`src/serial_clock_pkg.sv`:
```
// Shared constants for the serial clock divider select block.
// Assumes an 8-bit register port with 16-bit byte addresses.
package serial_clock_pkg;

  // ----------------------------------------------------------
  // Register map
  // ----------------------------------------------------------
  localparam int ADDR_W = 16;
  localparam int DATA_W = 8;
  localparam logic [15:0] ADDR_SERIAL_CLOCK_SELECT = 16'hFF43;
  localparam logic [15:0] ADDR_CH0_OPERATING_MODE = 16'hFF60;
  localparam logic [15:0] ADDR_BUS_INTERFACE_CONTROL = 16'hFF61;
  localparam logic [15:0] ADDR_INTERRUPT_TIMING = 16'hFF62;
  localparam logic [15:0] ADDR_OSCILLATION_MODE = 16'hFF70;
  localparam logic [15:0] ADDR_RATE_STATUS = 16'hFF71;

  // ----------------------------------------------------------
  // Reset values
  // ----------------------------------------------------------
  localparam logic [7:0] RESET_SERIAL_CLOCK_SELECT = 8'h88;
  localparam logic [7:0] RESET_CH0_OPERATING_MODE = 8'h00;
  localparam logic [7:0] RESET_BUS_INTERFACE_CONTROL = 8'h00;
  localparam logic [7:0] RESET_INTERRUPT_TIMING = 8'h00;
  localparam logic [7:0] RESET_OSCILLATION_MODE = 8'h00;

  // ----------------------------------------------------------
  // Field positions
  // ----------------------------------------------------------
  localparam int CH0_RATE_BIT0 = 0;
  localparam int CH1_RATE_BIT0 = 4;
  localparam int OSC_HALVING_SELECT_BIT = 0;
  localparam int CH0_BUS_MODE_BIT = 0;
  localparam int STATUS_CH0_PROHIBITED_BIT = 0;
  localparam int STATUS_CH1_PROHIBITED_BIT = 1;

  // ----------------------------------------------------------
  // Rate codes and divider
  // ----------------------------------------------------------
  localparam logic [3:0] RATE_CODE_MIN = 4'h6;
  localparam logic [3:0] RATE_CODE_MAX = 4'hD;
  // Code minus this offset gives the power of two below fxx
  localparam logic [3:0] BUS_MODE_OFFSET = 4'h1;
  localparam logic [3:0] SHIFT_MODE_OFFSET = 4'h5;
  localparam int DIV_W = 13;

endpackage

```
`src/serial_clock_divider_select.sv`:
```
// Serial clock divider select: one prescaler counter on the system
// clock, two rate taps (channel 0 and channel 1) chosen by software.
// Assumes clk is the oscillator clock and all inputs are synchronous.
`timescale 1ns/1ns
module serial_clock_divider_select
  import serial_clock_pkg::*;
(
  input wire logic clk,
  input wire logic resetn,
  input wire logic [ADDR_W-1:0] regAddr,
  input wire logic [DATA_W-1:0] regWriteData,
  input wire logic regWrite,
  input wire logic regRead,
  output logic [DATA_W-1:0] regReadData,
  output logic ch0ShiftTick,
  output logic ch1ShiftTick,
  output logic ch0BusMode,
  output logic [DATA_W-1:0] busInterfaceControl,
  output logic [DATA_W-1:0] interruptTiming
);

  // ----------------------------------------------------------
  // Rate decode
  // ----------------------------------------------------------
  // Returns the power of two below the oscillator, or 0 when the
  // code is barred; a zero exponent keeps the tap silent.
  function automatic logic [3:0] rateExp(
    input logic [3:0] code,
    input logic [3:0] offset,
    input logic fullOsc
  );
    logic barred;
    barred = (code < RATE_CODE_MIN) || (code > RATE_CODE_MAX) ||
             (fullOsc && (code == RATE_CODE_MIN));
    if (barred) begin
      rateExp = 4'h0;
    end else begin
      rateExp = code - offset + {3'h0, ~fullOsc};
    end
  endfunction

  // All-ones in the low exp bits of the prescaler
  function automatic logic [DIV_W-1:0] tapMask(input logic [3:0] exp);
    tapMask = ~({DIV_W{1'b1}} << exp);
  endfunction

  // ----------------------------------------------------------
  // Registers
  // ----------------------------------------------------------
  logic [7:0] serialClockSelect;
  logic [7:0] ch0OperatingMode;
  logic [7:0] oscillationMode;
  logic [DIV_W-1:0] divCount;

  wire selWrite = regWrite && (regAddr == ADDR_SERIAL_CLOCK_SELECT);
  wire modeWrite = regWrite && (regAddr == ADDR_CH0_OPERATING_MODE);
  wire bicWrite = regWrite && (regAddr == ADDR_BUS_INTERFACE_CONTROL);
  wire itWrite = regWrite && (regAddr == ADDR_INTERRUPT_TIMING);
  wire oscWrite = regWrite && (regAddr == ADDR_OSCILLATION_MODE);

  always_ff @(posedge clk or negedge resetn) begin
    if (!resetn) begin
      serialClockSelect <= RESET_SERIAL_CLOCK_SELECT;
      ch0OperatingMode <= RESET_CH0_OPERATING_MODE;
      busInterfaceControl <= RESET_BUS_INTERFACE_CONTROL;
      interruptTiming <= RESET_INTERRUPT_TIMING;
      oscillationMode <= RESET_OSCILLATION_MODE;
    end else begin
      // Whole-byte write only; software must stop transfers first
      if (selWrite) begin
        serialClockSelect <= regWriteData;
      end
      if (modeWrite) begin
        ch0OperatingMode <= regWriteData;
      end
      if (bicWrite) begin
        busInterfaceControl <= regWriteData;
      end
      if (itWrite) begin
        interruptTiming <= regWriteData;
      end
      if (oscWrite) begin
        oscillationMode <= regWriteData;
      end
    end
  end

  // ----------------------------------------------------------
  // Rate selection
  // ----------------------------------------------------------
  wire oscHalvingSelect = oscillationMode[OSC_HALVING_SELECT_BIT];
  wire [3:0] ch0Code = serialClockSelect[CH0_RATE_BIT0 +: 4];
  wire [3:0] ch1Code = serialClockSelect[CH1_RATE_BIT0 +: 4];
  wire busMode = ch0OperatingMode[CH0_BUS_MODE_BIT];
  wire [3:0] ch0Offset = busMode ? BUS_MODE_OFFSET : SHIFT_MODE_OFFSET;
  wire [3:0] ch0Exp = rateExp(ch0Code, ch0Offset, oscHalvingSelect);
  wire [3:0] ch1Exp = rateExp(ch1Code, SHIFT_MODE_OFFSET, oscHalvingSelect);
  wire [DIV_W-1:0] ch0Mask = tapMask(ch0Exp);
  wire [DIV_W-1:0] ch1Mask = tapMask(ch1Exp);
  // Taps instead of derived clocks keep everything on one clock tree
  wire next_ch0ShiftTick = (ch0Exp != 4'h0) && ((divCount & ch0Mask) == ch0Mask);
  wire next_ch1ShiftTick = (ch1Exp != 4'h0) && ((divCount & ch1Mask) == ch1Mask);

  always_ff @(posedge clk or negedge resetn) begin
    if (!resetn) begin
      divCount <= '0;
      ch0ShiftTick <= 1'b0;
      ch1ShiftTick <= 1'b0;
    end else begin
      divCount <= divCount + {{(DIV_W-1){1'b0}}, 1'b1};
      ch0ShiftTick <= next_ch0ShiftTick;
      ch1ShiftTick <= next_ch1ShiftTick;
    end
  end

  assign ch0BusMode = busMode;

  // ----------------------------------------------------------
  // Read port
  // ----------------------------------------------------------
  wire [7:0] rateStatus = {6'h00, ch1Exp == 4'h0, ch0Exp == 4'h0};
  logic [7:0] readMux;
  always_comb begin
    case (regAddr)
      ADDR_SERIAL_CLOCK_SELECT: readMux = serialClockSelect;
      ADDR_CH0_OPERATING_MODE: readMux = ch0OperatingMode;
      ADDR_BUS_INTERFACE_CONTROL: readMux = busInterfaceControl;
      ADDR_INTERRUPT_TIMING: readMux = interruptTiming;
      ADDR_OSCILLATION_MODE: readMux = oscillationMode;
      ADDR_RATE_STATUS: readMux = rateStatus;
      default: readMux = 8'h00;
    endcase
  end

  // Data stand only in the cycle after the read strobe
  always_ff @(posedge clk or negedge resetn) begin
    if (!resetn) begin
      regReadData <= 8'h00;
    end else begin
      regReadData <= regRead ? readMux : 8'h00;
    end
  end

  // ----------------------------------------------------------
  // Checks
  // ----------------------------------------------------------
  // Gap counters measure tick spacing; a config write and the cycle
  // after it disarm them, since the old rate may still emit one tick.
  logic cfgWriteD;
  logic selWritten;
  logic [13:0] ch0Gap;
  logic [13:0] ch1Gap;
  logic ch0Armed;
  logic ch1Armed;
  wire cfgClear = selWrite || modeWrite || oscWrite || cfgWriteD;

  always_ff @(posedge clk or negedge resetn) begin
    if (!resetn) begin
      cfgWriteD <= 1'b0;
      selWritten <= 1'b0;
      ch0Gap <= 14'h0000;
      ch1Gap <= 14'h0000;
      ch0Armed <= 1'b0;
      ch1Armed <= 1'b0;
    end else begin
      cfgWriteD <= selWrite || modeWrite || oscWrite;
      selWritten <= selWritten || selWrite;
      ch0Gap <= (cfgClear || ch0ShiftTick) ? 14'h0000 : ch0Gap + 14'h0001;
      ch1Gap <= (cfgClear || ch1ShiftTick) ? 14'h0000 : ch1Gap + 14'h0001;
      ch0Armed <= cfgClear ? 1'b0 : (ch0Armed || ch0ShiftTick);
      ch1Armed <= cfgClear ? 1'b0 : (ch1Armed || ch1ShiftTick);
    end
  end

  wire [3:0] chkHalf = {3'h0, ~oscHalvingSelect};
  wire [3:0] ch0BusPow = ch0Code - 4'h1 + chkHalf;
  wire [3:0] ch0ShiftPow = ch0Code - 4'h5 + chkHalf;
  wire [3:0] ch1Pow = ch1Code - 4'h5 + chkHalf;
  wire [13:0] ch0BusGap = (14'h0001 << ch0BusPow) - 14'h0001;
  wire [13:0] ch0ShiftGap = (14'h0001 << ch0ShiftPow) - 14'h0001;
  wire [13:0] ch1ExpGap = (14'h0001 << ch1Pow) - 14'h0001;
  // Barred-code decode kept apart from rateExp so the checks do not echo it
  wire ch0BarredChk = (ch0Code < 4'h6) || (ch0Code > 4'hD) ||
                      (oscHalvingSelect && (ch0Code == 4'h6));
  wire ch1BarredChk = (ch1Code < 4'h6) || (ch1Code > 4'hD) ||
                      (oscHalvingSelect && (ch1Code == 4'h6));
endmodule

```
`config.mk`:
```
export PLATFORM = sky130hd
export DESIGN_NAME = serial_clock_divider_select
export DESIGN_NICKNAME = d
export VERILOG_FILES = /design/src/serial_clock_pkg.sv /design/src/serial_clock_divider_select.sv
export SDC_FILE = /design/constraint.sdc
export NUM_CORES = 1
export LEC_CHECK = 0
export BUFFER_PORTS_ARGS = -buffer_cell sky130_fd_sc_hd__buf_2
export CAP_MARGIN = 20
export CORE_MARGIN = 4
export CORE_UTILIZATION = 45
export CTS_CLUSTER_DIAMETER = 60
export DETAILED_ROUTE_END_ITERATION = 12
export GPL_ROUTABILITY_DRIVEN = 0
export PLACE_DENSITY = 0.69
export SKIP_CTS_REPAIR_TIMING = 1
export SYNTH_ARGS = -nofsm -noshare
export SYNTH_HDL_FRONTEND = slang
export SYNTH_SLANG_ARGS = --single-unit
export TNS_END_PERCENT = 100
```
`constraint.sdc`:
```
create_clock -name clk -period 2 [get_ports clk]
set_input_delay 0.3 -clock clk [delete_from_list [all_inputs] [get_ports clk]]
set_output_delay 0.3 -clock clk [all_outputs]
set_load 0.01 [all_outputs]
```
Yosys cells after proc, flatten, opt, wreduce, memory -nomap -nowiden
Index checks and enable logic that the tools add are counted.
- bits in registers: 63
- input bits: 28
- output and inout bits: 27
- word-level logic and storage cells: 57
- add/sub/neg operators: 5
- order comparisons: 4
- eq/ne operators: 10
- shift operators: 2
- mux-type cells: 5
- bitwise logic cells: 5
- reduce and logical (&&, ||, !) cells: 17
- operator list (cell ; count):
    equality test 16 bit (second input constant) ; 6
    one-hot mux 8 bit (6 select lines) ; 1
    AND 13 bit ; 2
    equality test 13 bit ; 2
    NOT 13 bit ; 2
    left shift 13 x 4 -> 13 bit (first input constant) ; 2
    adder 13 x 1 -> 13 bit (second input constant) ; 1
    logical AND 1 bit ; 9
    adder 4 x 1 -> 4 bit ; 2
    equality test 4 x 3 -> 1 bit (second input constant) ; 2
    > comparator 4 bit (second input constant) ; 2
    zero test 4 bit ; 2
    < comparator 4 x 3 -> 1 bit (second input constant) ; 2
    two-way mux 4 bit ; 2
    two-way mux 8 bit ; 1
    nonzero test 4 bit ; 2
    logical OR 1 bit ; 4
    subtractor 4 x 3 -> 4 bit ; 1
    subtractor 4 x 3 -> 4 bit (second input constant) ; 1
    two-way mux 3 bit ; 1
    NOT 1 bit ; 1

Longest topological paths before layout
Gate-level depths: netlist of the first run.
- depth after elaboration: 9
- gate-level depth with buffers: 9
- depth with buffers taken out: 9

Worst setup path before layout of the first run
No wires, ideal clock.
- kind: register -> register
- start point: reg ch0OperatingMode[0]
- end point: reg ch0ShiftTick
- setup time: 65 ps
- data arrival time: 2071 ps
- required time: 1935 ps
- setup slack: -137 ps
- stages on the path, launching flop included: 9
- path buffers: 0
- clock period less this slack: 2137 ps
- cells stage by stage: dfrtp_1 ha_1 ha_1 xnor2_1 a21oi_1 o21ai_0 o211ai_1 nor4_1 o211a_1
- cells in the longest elaborated chain, start to end: 9
- elaborated cells on any way between the ends: 10
- classes of those cells: 2 x add/sub; 1 x eq/ne; 1 x shift; 2 x mux; 2 x bitwise; 2 x reduce/logical
- ends and longest elaborated chain (element ; RTL line ; text):
    from (decl) ; serial_clock_divider_select.sv:51 ; logic [7:0] ch0OperatingMode;
    from (signal assigned) ; serial_clock_divider_select.sv:74 ; ch0OperatingMode <= regWriteData;
    two-way mux 3 bit * ; serial_clock_divider_select.sv:95 ; wire [3:0] ch0Offset = busMode ? BUS_MODE_OFFSET : SHIFT_MODE_OFFSET;
    subtractor 4 x 3 -> 4 bit * ; serial_clock_divider_select.sv:38 ; rateExp = code - offset + {3'h0, ~fullOsc};
    adder 4 x 1 -> 4 bit * ; serial_clock_divider_select.sv:38 ;
    two-way mux 4 bit * ; serial_clock_divider_select.sv:35 ; if (barred) begin
    left shift 13 x 4 -> 13 bit ; serial_clock_divider_select.sv:44 ; tapMask = ~({DIV_W{1'b1}} << exp);
    NOT 13 bit ; serial_clock_divider_select.sv:44 ;
    AND 13 bit ; serial_clock_divider_select.sv:101 ; wire next_ch0ShiftTick = (ch0Exp != 4'h0) && ((divCount & ch0Mask) == ch0Mask);
    equality test 13 bit ; serial_clock_divider_select.sv:101 ;
    logical AND 1 bit * ; serial_clock_divider_select.sv:101 ;
    net next_ch0ShiftTick ; serial_clock_divider_select.sv:101 ;
    to (signal assigned) ; serial_clock_divider_select.sv:111 ; ch0ShiftTick <= next_ch0ShiftTick;
    to (decl) ; serial_clock_divider_select.sv:15 ; output logic ch0ShiftTick,
Mark *: on every way through the listed nets, which the timed path passes. The rest lies on a longest branch.
A chain may end at the register's enable or synchronous reset.

Worst setup path after layout of the first run
- start point: reg oscillationMode[0]
- end point: reg ch0ShiftTick
- cells in the longest elaborated chain, start to end: 8
- elaborated cells on any way between the ends: 11
- classes of those cells: 1 x add/sub; 1 x eq/ne; 1 x shift; 1 x mux; 3 x bitwise; 4 x reduce/logical
- ends and longest elaborated chain (element ; RTL line ; text):
    from (decl) ; serial_clock_divider_select.sv:52 ; logic [7:0] oscillationMode;
    from (signal assigned) ; serial_clock_divider_select.sv:83 ; oscillationMode <= regWriteData;
    NOT 1 bit / logical AND 1 bit (equally long branches) ; n/a ;
    adder 4 x 1 -> 4 bit / logical OR 1 bit (equally long branches) ; serial_clock_divider_select.sv:38, serial_clock_divider_select.sv:33 ;
    two-way mux 4 bit * ; serial_clock_divider_select.sv:35 ;
    left shift 13 x 4 -> 13 bit ; serial_clock_divider_select.sv:44 ;
    NOT 13 bit ; serial_clock_divider_select.sv:44 ;
    AND 13 bit ; serial_clock_divider_select.sv:101 ;
    equality test 13 bit ; serial_clock_divider_select.sv:101 ;
    logical AND 1 bit * ; serial_clock_divider_select.sv:101 ;
    net next_ch0ShiftTick ; serial_clock_divider_select.sv:101 ;
Marked as above.

==> impl_metrics.toml, run 1 <==
[sta]
slew_viol_final = 0
rsz0062_at_grt = "true"
max_slew_margin_pct = 66.82
max_freq_mhz = 467.7
worst_pin_slew_ps = 497.7
finClkSkew_ps = 9.317
finalSetupViolations = 2
fin_crit_ps = 2138
hold_violations = 0
finalCritPeriodShare_pct = 106.9
setup_slack_ps = -138.0

[global_route]
grt_usage_pct = 19.25
grt_overflow = 0
grt_pass1_wl_um = 13120
use_met3_pct = 3.446
antenna_found_initial = 0
grt_pass1_vias = 2616
grt_use_met2_pct = 31.26
gr-max-usage-layer = "met2"
grt_max_degree = 25
met1_usage_pct = 25.76

[routing]
ant_nets = 0
vias_per_cell = 5.505
routedWlPerCell_um = 17.09
drtIter0Drc = 107
drt_wl_total_um = 8324
drc = 0
vias = 2681
firstDrtPassIters = 4

[worst_setup_path]
worstReg2RegEnd = "ch0ShiftTick"
end_kind = "flop"
critPathTopFamily = "adder cells"
worst-r2r-setup-slack_ps = -140
worst-setup-path-type = "flop to flop"
crit_buf_inv = 0
critical_path_arrival_ps = 2360
cp_slowest_cell = "fa_2"
startpoint_type = "flop"
reg2reg_depth = 8
cp_cell_sequence = "ha_4 > fa_2 > nor2_2 > o21a_1 > o21ai_2 > a21oi_2 > o21ba_2 > o211a_1"
worstPathMaxFanout = 5
r2r_start = "oscillationMode[0]"
slowest_delay_ps = 600
crit_required_ps = 2220

[die]
pin_count = 55
die_y_um = 94.15
initial_core_util_pct = 46.29
die_w_um = 94.15
rows = 31
core-area_um2 = 7214
die_area_um2 = 8863

[synthesis]
synth_warnings = 0
yosys.area_share.xor_xnor_pct = 3.672
synth.distinct_cells = 58
syn_avg_cell_area_um2 = 11.64
synth_top_family_by_area = "multiplexers"
syn_inst = 287
synthMuxAreaShare_pct = 16.30
synth-edff-count = 0
synth-async-reset-ratio_pct = 100.0
synth_fa_ha_area_share_pct = 3.222
synth-compound-area-share_pct = 12.29
syn_nets = 323
ys_seq_area_share_pct = 47.28
synth_top_flop_cell = "dfrtp_1"
ys_ff_latch = 63
yosys.area_share.simple_pct = 14.39
synth.cell_area_um2 = 3339

[power]
switching_power_w = 0.0006049
pwr-share-seq_pct = 50.3
powerDensity_nw_per_um2 = 587.0
internal_power_w = 0.001926
p_total_w = 0.002531
leakagePower_nw = 2.136
p_clk_share_pct = 45.7
p_comb_share_pct = 4.0
swShare_pct = 23.90
ir_drop_uv = 403.0

[status]
violations = "setup timing"
status = "finished, violations left"

[finish]
nNetsFinal = 419
diodes = 0
syn_to_final_growth_pct = 29.11
drive_above_1_share_pct = 48.71
fin_cells = 487

[min_path]
hold_depth = 2
min-delay-start = "regWriteData[4]"
holdPathEnd = "busInterfaceControl[4]"
worstHoldPathType = "primary input to flop"

[job]
maxCapViolations = 0

[clocking]
cts_root_buf = "clkbuf_8"
ctsHtreeMaxLevel = 3
clk_latency_ps = 340
cts.sink_count = 63
clk_pin_slew_ps = 80
cts_buffers = 9
cts_buffer_depth = 2
cts_tree = "built"

[placement]
dp.cells = 470
hpwlAfterDp_um = 6127
io_buffers = 54
[cell families after synthesis]
group / Yosys count
AOI/OAI and AO/OA: 59
xor gates and xnor gates: 14
adders and majority gates: 8
buffers and inverters: 19
DFF: 63
muxes: 48
and+or+nand+nor: 76
[metal layers]
| layer | share of wire, % | vias to the layer above |
|---|---|---|
| li1 | - | 1266 |
| met1 | 45 | 1339 |
| met2 | 50 | 66 |
| met3 | 3.9 | 10 |
| met4 | 1.3 | 0 |
| met5 | 0 | - |
[cell type report]
class                           count  area, µm²
Timing Repair Buffer               93      590.6
Tap cell                           99      123.9
Multi-Input combinational cell    205       1769
Clock buffer                       10      137.6
Sequential cell                    63       1580
Inverter                           11      41.29
Clock inverter                      6      68.82
Fill cell                         626       2903
[worst max-delay path by stage]
stage	startpoint	end	cells past startpoint
after floorplan	oscillationMode[0]	ch0ShiftTick	8
after global placement	regAddr[3]	interruptTiming[6]	6
after detailed placement	regAddr[3]	interruptTiming[6]	6
after CTS	oscillationMode[0]	ch0ShiftTick	8
after global routing	oscillationMode[0]	ch0ShiftTick	8
final	oscillationMode[0]	ch0ShiftTick	8
[synthesized netlist by cell type (all sizes together) (4+ instances only)]
cell type   n  area (µm²)
nor2       13       48.80
xor2        4       35.03
nand3b      5       50.05
nand3       7       47.55
xnor2      10       87.58
nor3        6       46.30
o21ai       8       40.04
a21oi      18       90.09
nand2      20       96.34
a222oi      5       50.05
dfrtp      61        1526
buf         4       28.78
clkbuf      4       25.02
inv        11       41.29
nand4       4       31.28
nor2b       5       31.28
mux2       48       544.3
ha          7       87.58
[metrics by stage]
step | setup TNS [ps] | instance area, µm² | worst slack (ps) | utilization (%) | hold WS (ps)
after CTS | -484.8 | 4212 | -193.3 | 58.38 | -90.05
after global placement | -4998 | 4005 | -187.2 | 55.52 | 289.1
after floorplan | -64.22 | 3354 | -64.22 | - | 4.409
final | -174.0 | 4312 | -138.0 | 59.76 | 247.4
after global routing | -577.3 | 4312 | -210.0 | 59.76 | 246.4
after detailed placement | -5753 | 4005 | -203.3 | 55.52 | 287.5
[sequential cells by signal, summed over array words and instances, names as in the netlist]
signal and cells:
regReadData 8, serialClockSelect 8, ch0ShiftTick 1, oscillationMode 8, interruptTiming 8, ch0OperatingMode 8, ch1ShiftTick 1, divCount 13
busInterfaceControl 8
[cell usage in the layout, fill, tap and decap left out, types with 5 or more instances in the layout]
cell type / count
nor2b_1: 5
xnor2_1: 8
o21ai_0: 5
buf_4: 36
inv_1: 11
nand2_1: 16
a222oi_1: 5
clkbuf_8: 10
buf_2: 54
a21oi_1: 15
dfrtp_1: 60
mux2_2: 47
nand3_1: 6
nor2_1: 12
[power by group through the flow]
stage | Sequential (W) | Combinational, W | Clock (W)
finish | 0.00127 | 0.000101 | 0.00116
global route | 0.00127 | 0.000112 | 0.00123
CTS | 0.00127 | 0.000102 | 0.00118
detailed placement | 0.00130 | 0.000102 | 0
global placement | 0.00130 | 0.0000998 | 0
floorplan | 0.00130 | 0.0000266 | 0
Power figures use the tool's default switching activity.
==> inputs of run 2 (changes only) <==
Settings changed: CORE_ASPECT_RATIO set to 0.7, RECOVER_POWER set to 100.
==> impl_metrics.toml, run 2 (same netlist as run 1, synthesis figures left out) <==
[status]
status = "finished, violations left"
violations = "capacitance limit, slew limit, setup timing"

[finish]
largest_reg_flops = 13
drive_above_1_share_pct = 42.46
fillers = 593
final_cell_mix = "60 x dfrtp_1, 47 x mux2_2, 34 x buf_4, 29 x clkbuf_1, 27 x buf_2"
nNetsFinal = 422
syn_to_final_growth_pct = 27.39
fin_area_um2 = 4254
mostFrequentLayoutCell = "dfrtp_1"
utilization_pct = 60.99
top_register = "divCount"
diodes = 0

[routing]
routedWlPerCell_um = 17.89
firstDrtPassIters = 4
ant_nets = 0
drtIter0Drc = 233
drc = 0
vias_per_cell = 5.637
drt_wl_total_um = 8678
vias = 2734

[power]
powerDensity_nw_per_um2 = 589.9
leakagePower_nw = 1.995
ir_drop_uv = 275.2

[sta]
finalSetupViolations = 4
hold_violations = 0
finClkSkew_ps = 7.791
slew_viol_final = 28
max_freq_mhz = 447.0
setup_slack_ps = -237.4
rsz0062_at_grt = "true"
finalCritPeriodShare_pct = 111.9
fin_crit_ps = 2237
max_slew_margin_pct = -9.302
worst_pin_slew_ps = 1640

[global_route]
grt_max_degree = 28
grt_usage_pct = 20.26
grt_pass1_vias = 2699
grt_overflow = 0
antenna_found_initial = 0
grt_pass1_wl_um = 13890

[clocking]
cts_buffer_depth = 2
cts.sink_count = 63
cts_root_buf = "clkbuf_8"
clk_latency_ps = 360
clk_pin_slew_ps = 80
cts_tree = "built"
cts_buffers = 9
ctsHtreeMaxLevel = 3

[die]
core-area_um2 = 6975
die_y_um = 80.08
die_w_um = 111.0
die_area_um2 = 8886
rows = 25
pin_count = 55
initial_core_util_pct = 47.87

[worst_setup_path]
critical_path_arrival_ps = 2490
startpoint_type = "flop"
cp_slowest_cell = "fa_2"
end_kind = "flop"
slowest_delay_ps = 610
crit_required_ps = 2250
worst-setup-path-type = "flop to flop"
cp_cell_sequence = "ha_4 > fa_2 > nor2_2 > o21a_1 > o21ai_2 > a21oi_2 > o21ba_2 > o211a_1"
worstPathMaxFanout = 5

[job]
maxCapViolations = 1

[placement]
placed_area_um2 = 3966
io_buffers = 54
place_ws_ps = -278.9
hpwlAfterDp_um = 6161

[min_path]
worstHoldPathType = "primary input to flop"
[run 2: cell count changes in the layout (fill, tap and decap cells not counted), sizes merged]
| cell | change |
|---|---|
| clkbuf | +34 |
| buf | -31 |
| clkinv | -1 |
| clkinvlp | +1 |
| dlygate4sd3 | -1 |
| inv | +1 |
[run 2: final timing paths]
check / start / end / slack (ps) / depth (start not counted)
setup / recovery: oscillationMode[0] / ch0ShiftTick / -240 / 8
hold / removal: regWriteData[0] / busInterfaceControl[0] / 230 / 2
setup reg to reg: oscillationMode[0] / ch0ShiftTick / -240 / 8
hold reg to reg: divCount[7] / divCount[7] / 470 / 1
max in group asynchronous: resetn / oscillationMode[0] / 430 / 2
min in group asynchronous: resetn / serialClockSelect[5] / 360 / 1
[run 2: metal layers]
metal  wire length, µm  part of all wire, %  global-route usage [%]  up-vias
met1              3950                   46                   28.09     1349
met5                 0                    0                       0        -
met4               117                  1.3                   7.380        0
met3               587                  6.8                   5.497       13
li1                  -                    -                       -     1270
met2              4022                   46                   30.63      102
[run 2: worst max-delay path: cells and delay by family, from the launching register on]
kind / cells / cell delay (ps)
compound gates: 5 / 810
fa+ha+maj: 2 / 800
simple gates: 1 / 60
flops: 1 / 470
[run 2: report_power, final]
group	internal, W	switching (W)
clock	0.000587	0.000554
combinational	0.0000314	0.0000636
sequential	0.00127	0.000000250
total	0.00189	0.000618
[run 2: area by class of cell]
| cell class | instances | area (µm²) | area share [%] |
|---|---|---|---|
| Multi-Input combinational cell | 205 | 1779 | 41.82 |
| Sequential cell | 63 | 1580 | 37.15 |
| Timing Repair Buffer | 96 | 531.8 | 12.50 |
| Clock buffer | 9 | 123.9 | 2.912 |
| Tap cell | 94 | 117.6 | 2.765 |
| Clock inverter | 7 | 80.08 | 1.882 |
| Inverter | 11 | 41.29 | 0.9706 |
[run 2: metrics by stage]
stage / total power, W / hold WS, ps / setup TNS, ps / cells
floorplan: 0.001325 / 4.409 / -64.22 / 287
global placement: 0.001397 / 368.7 / -6121 / 464
detailed placement: 0.001398 / 376.1 / -8028 / 464
CTS: 0.002542 / -13.54 / -824.8 / 480
global route: 0.002601 / 236.7 / -1780 / 485
finish: 0.002510 / 232.9 / -472.0 / 485
==> inputs of run 3 (changes only) <==
Settings changed: ABC_AREA set to 1, PLACE_DENSITY 0.69 to 0.68.
==> impl_metrics.toml, run 3 <==
[routing]
drc = 0
ant_nets = 0
firstDrtPassIters = 4
drt_wl_total_um = 8440
routedWlPerCell_um = 14.18
vias = 2980
drtIter0Drc = 274
vias_per_cell = 5.008

[sta]
setup_slack_ps = 62.93
tns_ps = 0
finalCritPeriodShare_pct = 96.85
worst_pin_slew_ps = 921.3
slew_viol_final = 0
finalSetupViolations = 0
finClkSkew_ps = 5.589
max_freq_mhz = 516.2
fin_crit_ps = 1937
rsz0062_at_grt = "true"
hold_violations = 0
max_slew_margin_pct = 38.35

[clocking]
clk_pin_slew_ps = 70
clk_latency_ps = 340
cts_buffer_depth = 2
cts_tree = "built"
cts_root_buf = "clkbuf_8"
cts_buffers = 9
cts.sink_count = 63
ctsHtreeMaxLevel = 3

[worst_setup_path]
worst-setup-path-type = "flop to flop"
worstReg2RegEnd = "ch0ShiftTick"
startpoint_type = "flop"
critical_path_arrival_ps = 2210
r2r_start = "oscillationMode[0]"
crit_required_ps = 2270
end_kind = "flop"
reg2reg_depth = 11
worstPathMaxFanout = 5
worst-r2r-setup-slack_ps = 60

[global_route]
grt_pass1_vias = 2928
antenna_found_initial = 0
grt_pass1_wl_um = 14090
grt_overflow = 0
grt_max_degree = 36
grt_usage_pct = 19.61

[die]
pin_count = 55
die_area_um2 = 9059
die_w_um = 112.1
core-area_um2 = 7320
rows = 26
initial_core_util_pct = 46.60
die_y_um = 80.84

[power]
ir_drop_uv = 319.6
leakagePower_nw = 1.911
powerDensity_nw_per_um2 = 583.6

[placement]
place_ws_ps = 1.535
hpwlAfterDp_um = 6104
io_buffers = 54

[finish]
fillers = 727
top_register = "divCount"
nNetsFinal = 528
mostFrequentLayoutCell = "nand2_1"
drive_above_1_share_pct = 17.30
final_cell_mix = "136 x nand2_1, 59 x dfrtp_1, 42 x inv_1, 33 x o21ai_1, 32 x nor2_1"
syn_to_final_growth_pct = 16.32
largest_reg_flops = 13
diodes = 0

[synthesis]
synth-edff-count = 0
synth-async-reset-ratio_pct = 100.0
synth_top_flop_cell = "dfrtp_1"
ys_ff_latch = 63
synthTopCellsByCount = "134 x nand2_1, 61 x dfrtp_1, 43 x inv_1"
yosys.area.top_type_share_pct = 44.75
synth_top_area_cell = "dfrtp_1"
synth_warnings = 0
synth.distinct_cells = 30
yosys-top-cells-area = "dfrtp_1 45%, nand2_1 15%, o21ai_1 5.1%"
synth.cell_area_um2 = 3411
ys_seq_area_share_pct = 46.29
post-synth-top-count-cell = "nand2_1"
syn_inst = 421
syn_nets = 457
syn_avg_cell_area_um2 = 8.102

[min_path]
holdPathEnd = "interruptTiming[4]"
hold_depth = 3
min-delay-start = "regWriteData[4]"
worstHoldPathType = "primary input to flop"

[job]
maxCapViolations = 0

[status]
status = "finished, final reports clean"
[run 3: changes by cell type after synthesis, sizes merged, moves of 6 or more]
cell,previous run,this run
a21oi,18,4
inv,11,44
mux2,48,0
nand2,20,142
nand3,7,32
nand4,4,10
nor2,13,38
o21ai,8,52
xnor2,10,2
xor2,4,11
[run 3: worst max-delay path, stage by stage (launching register included)]
cell      delay (ps)
dfrtp_2          460
ha_4             180
fa_2             370
nand2_1          110
nand2_2          110
o211ai_1         200
nand2_1          100
nand2_1           80
nand3_1           60
nand2_1           60
nand2_1           40
nor2_1           100
[run 3: report_power, final]
group,leakage (nW),internal [W],switching (W)
combinational,0.972,0.0000273,0.0000628
clock,0.0833,0.000450,0.000501
sequential,0.855,0.00127,0.000000246
[run 3: cell families (layout without fill, tap and decap cells)]
family | count (synthesis) | count (layout) | share of synthesized area (%)
fa+ha+maj | 8 | 8 | 3.155
flops | 63 | 63 | 46.29
xor+xnor | 13 | 13 | 3.338
simple gates | 228 | 228 | 30.92
buf+inv | 51 | 127 | 6.749
compound gates | 58 | 58 | 9.538
[run 3: worst max path at each step]
stage | startpoint | to | slack [ps] | cells after the start
CTS | oscillationMode[0] | regReadData[0] | -10 | 9
global placement | oscillationMode[0] | ch0ShiftTick | 70 | 10
global route | oscillationMode[0] | ch0ShiftTick | -70 | 11
detailed placement | oscillationMode[0] | regReadData[0] | 2 | 9
floorplan | oscillationMode[0] | ch0ShiftTick | 80 | 10
finish | oscillationMode[0] | ch0ShiftTick | 60 | 11
[run 3: final cells by class]
class                   count  area (µm²)  share of cell area, %
well taps                  98       122.6                  3.091
inverters                  44       165.2                  4.163
flip-flops and latches     63        1582                  39.86
clock buffers              11       131.4                  3.311
repair buffers             67       335.3                  8.452
multi-input cells         307        1597                  40.24
clock inverters             5       35.03                 0.8830
[run 3: stage by stage]
| stage | power [W] | utilization (%) | hold slack, ps | area, µm² | instances |
|---|---|---|---|---|---|
| final | 0.002315 | 54.21 | 274.9 | 3968 | 595 |
| after detailed placement | 0.001396 | 51.90 | 106.8 | 3799 | 574 |
| after global routing | 0.002417 | 54.21 | 274.4 | 3968 | 595 |
| after floorplan | 0.001330 | - | 4.409 | 3411 | 421 |
| after CTS | 0.002349 | 54.17 | -254.5 | 3965 | 590 |
| after global placement | 0.001393 | 51.90 | 107.5 | 3799 | 574 |
[run 3: metal layers]
metal | part of all wire [%] | GRT usage (%)
met1 | 48 | 26.99
met2 | 43 | 29.90
met3 | 7.9 | 5.659
met4 | 1.2 | 6.843
met5 | 0 | 0
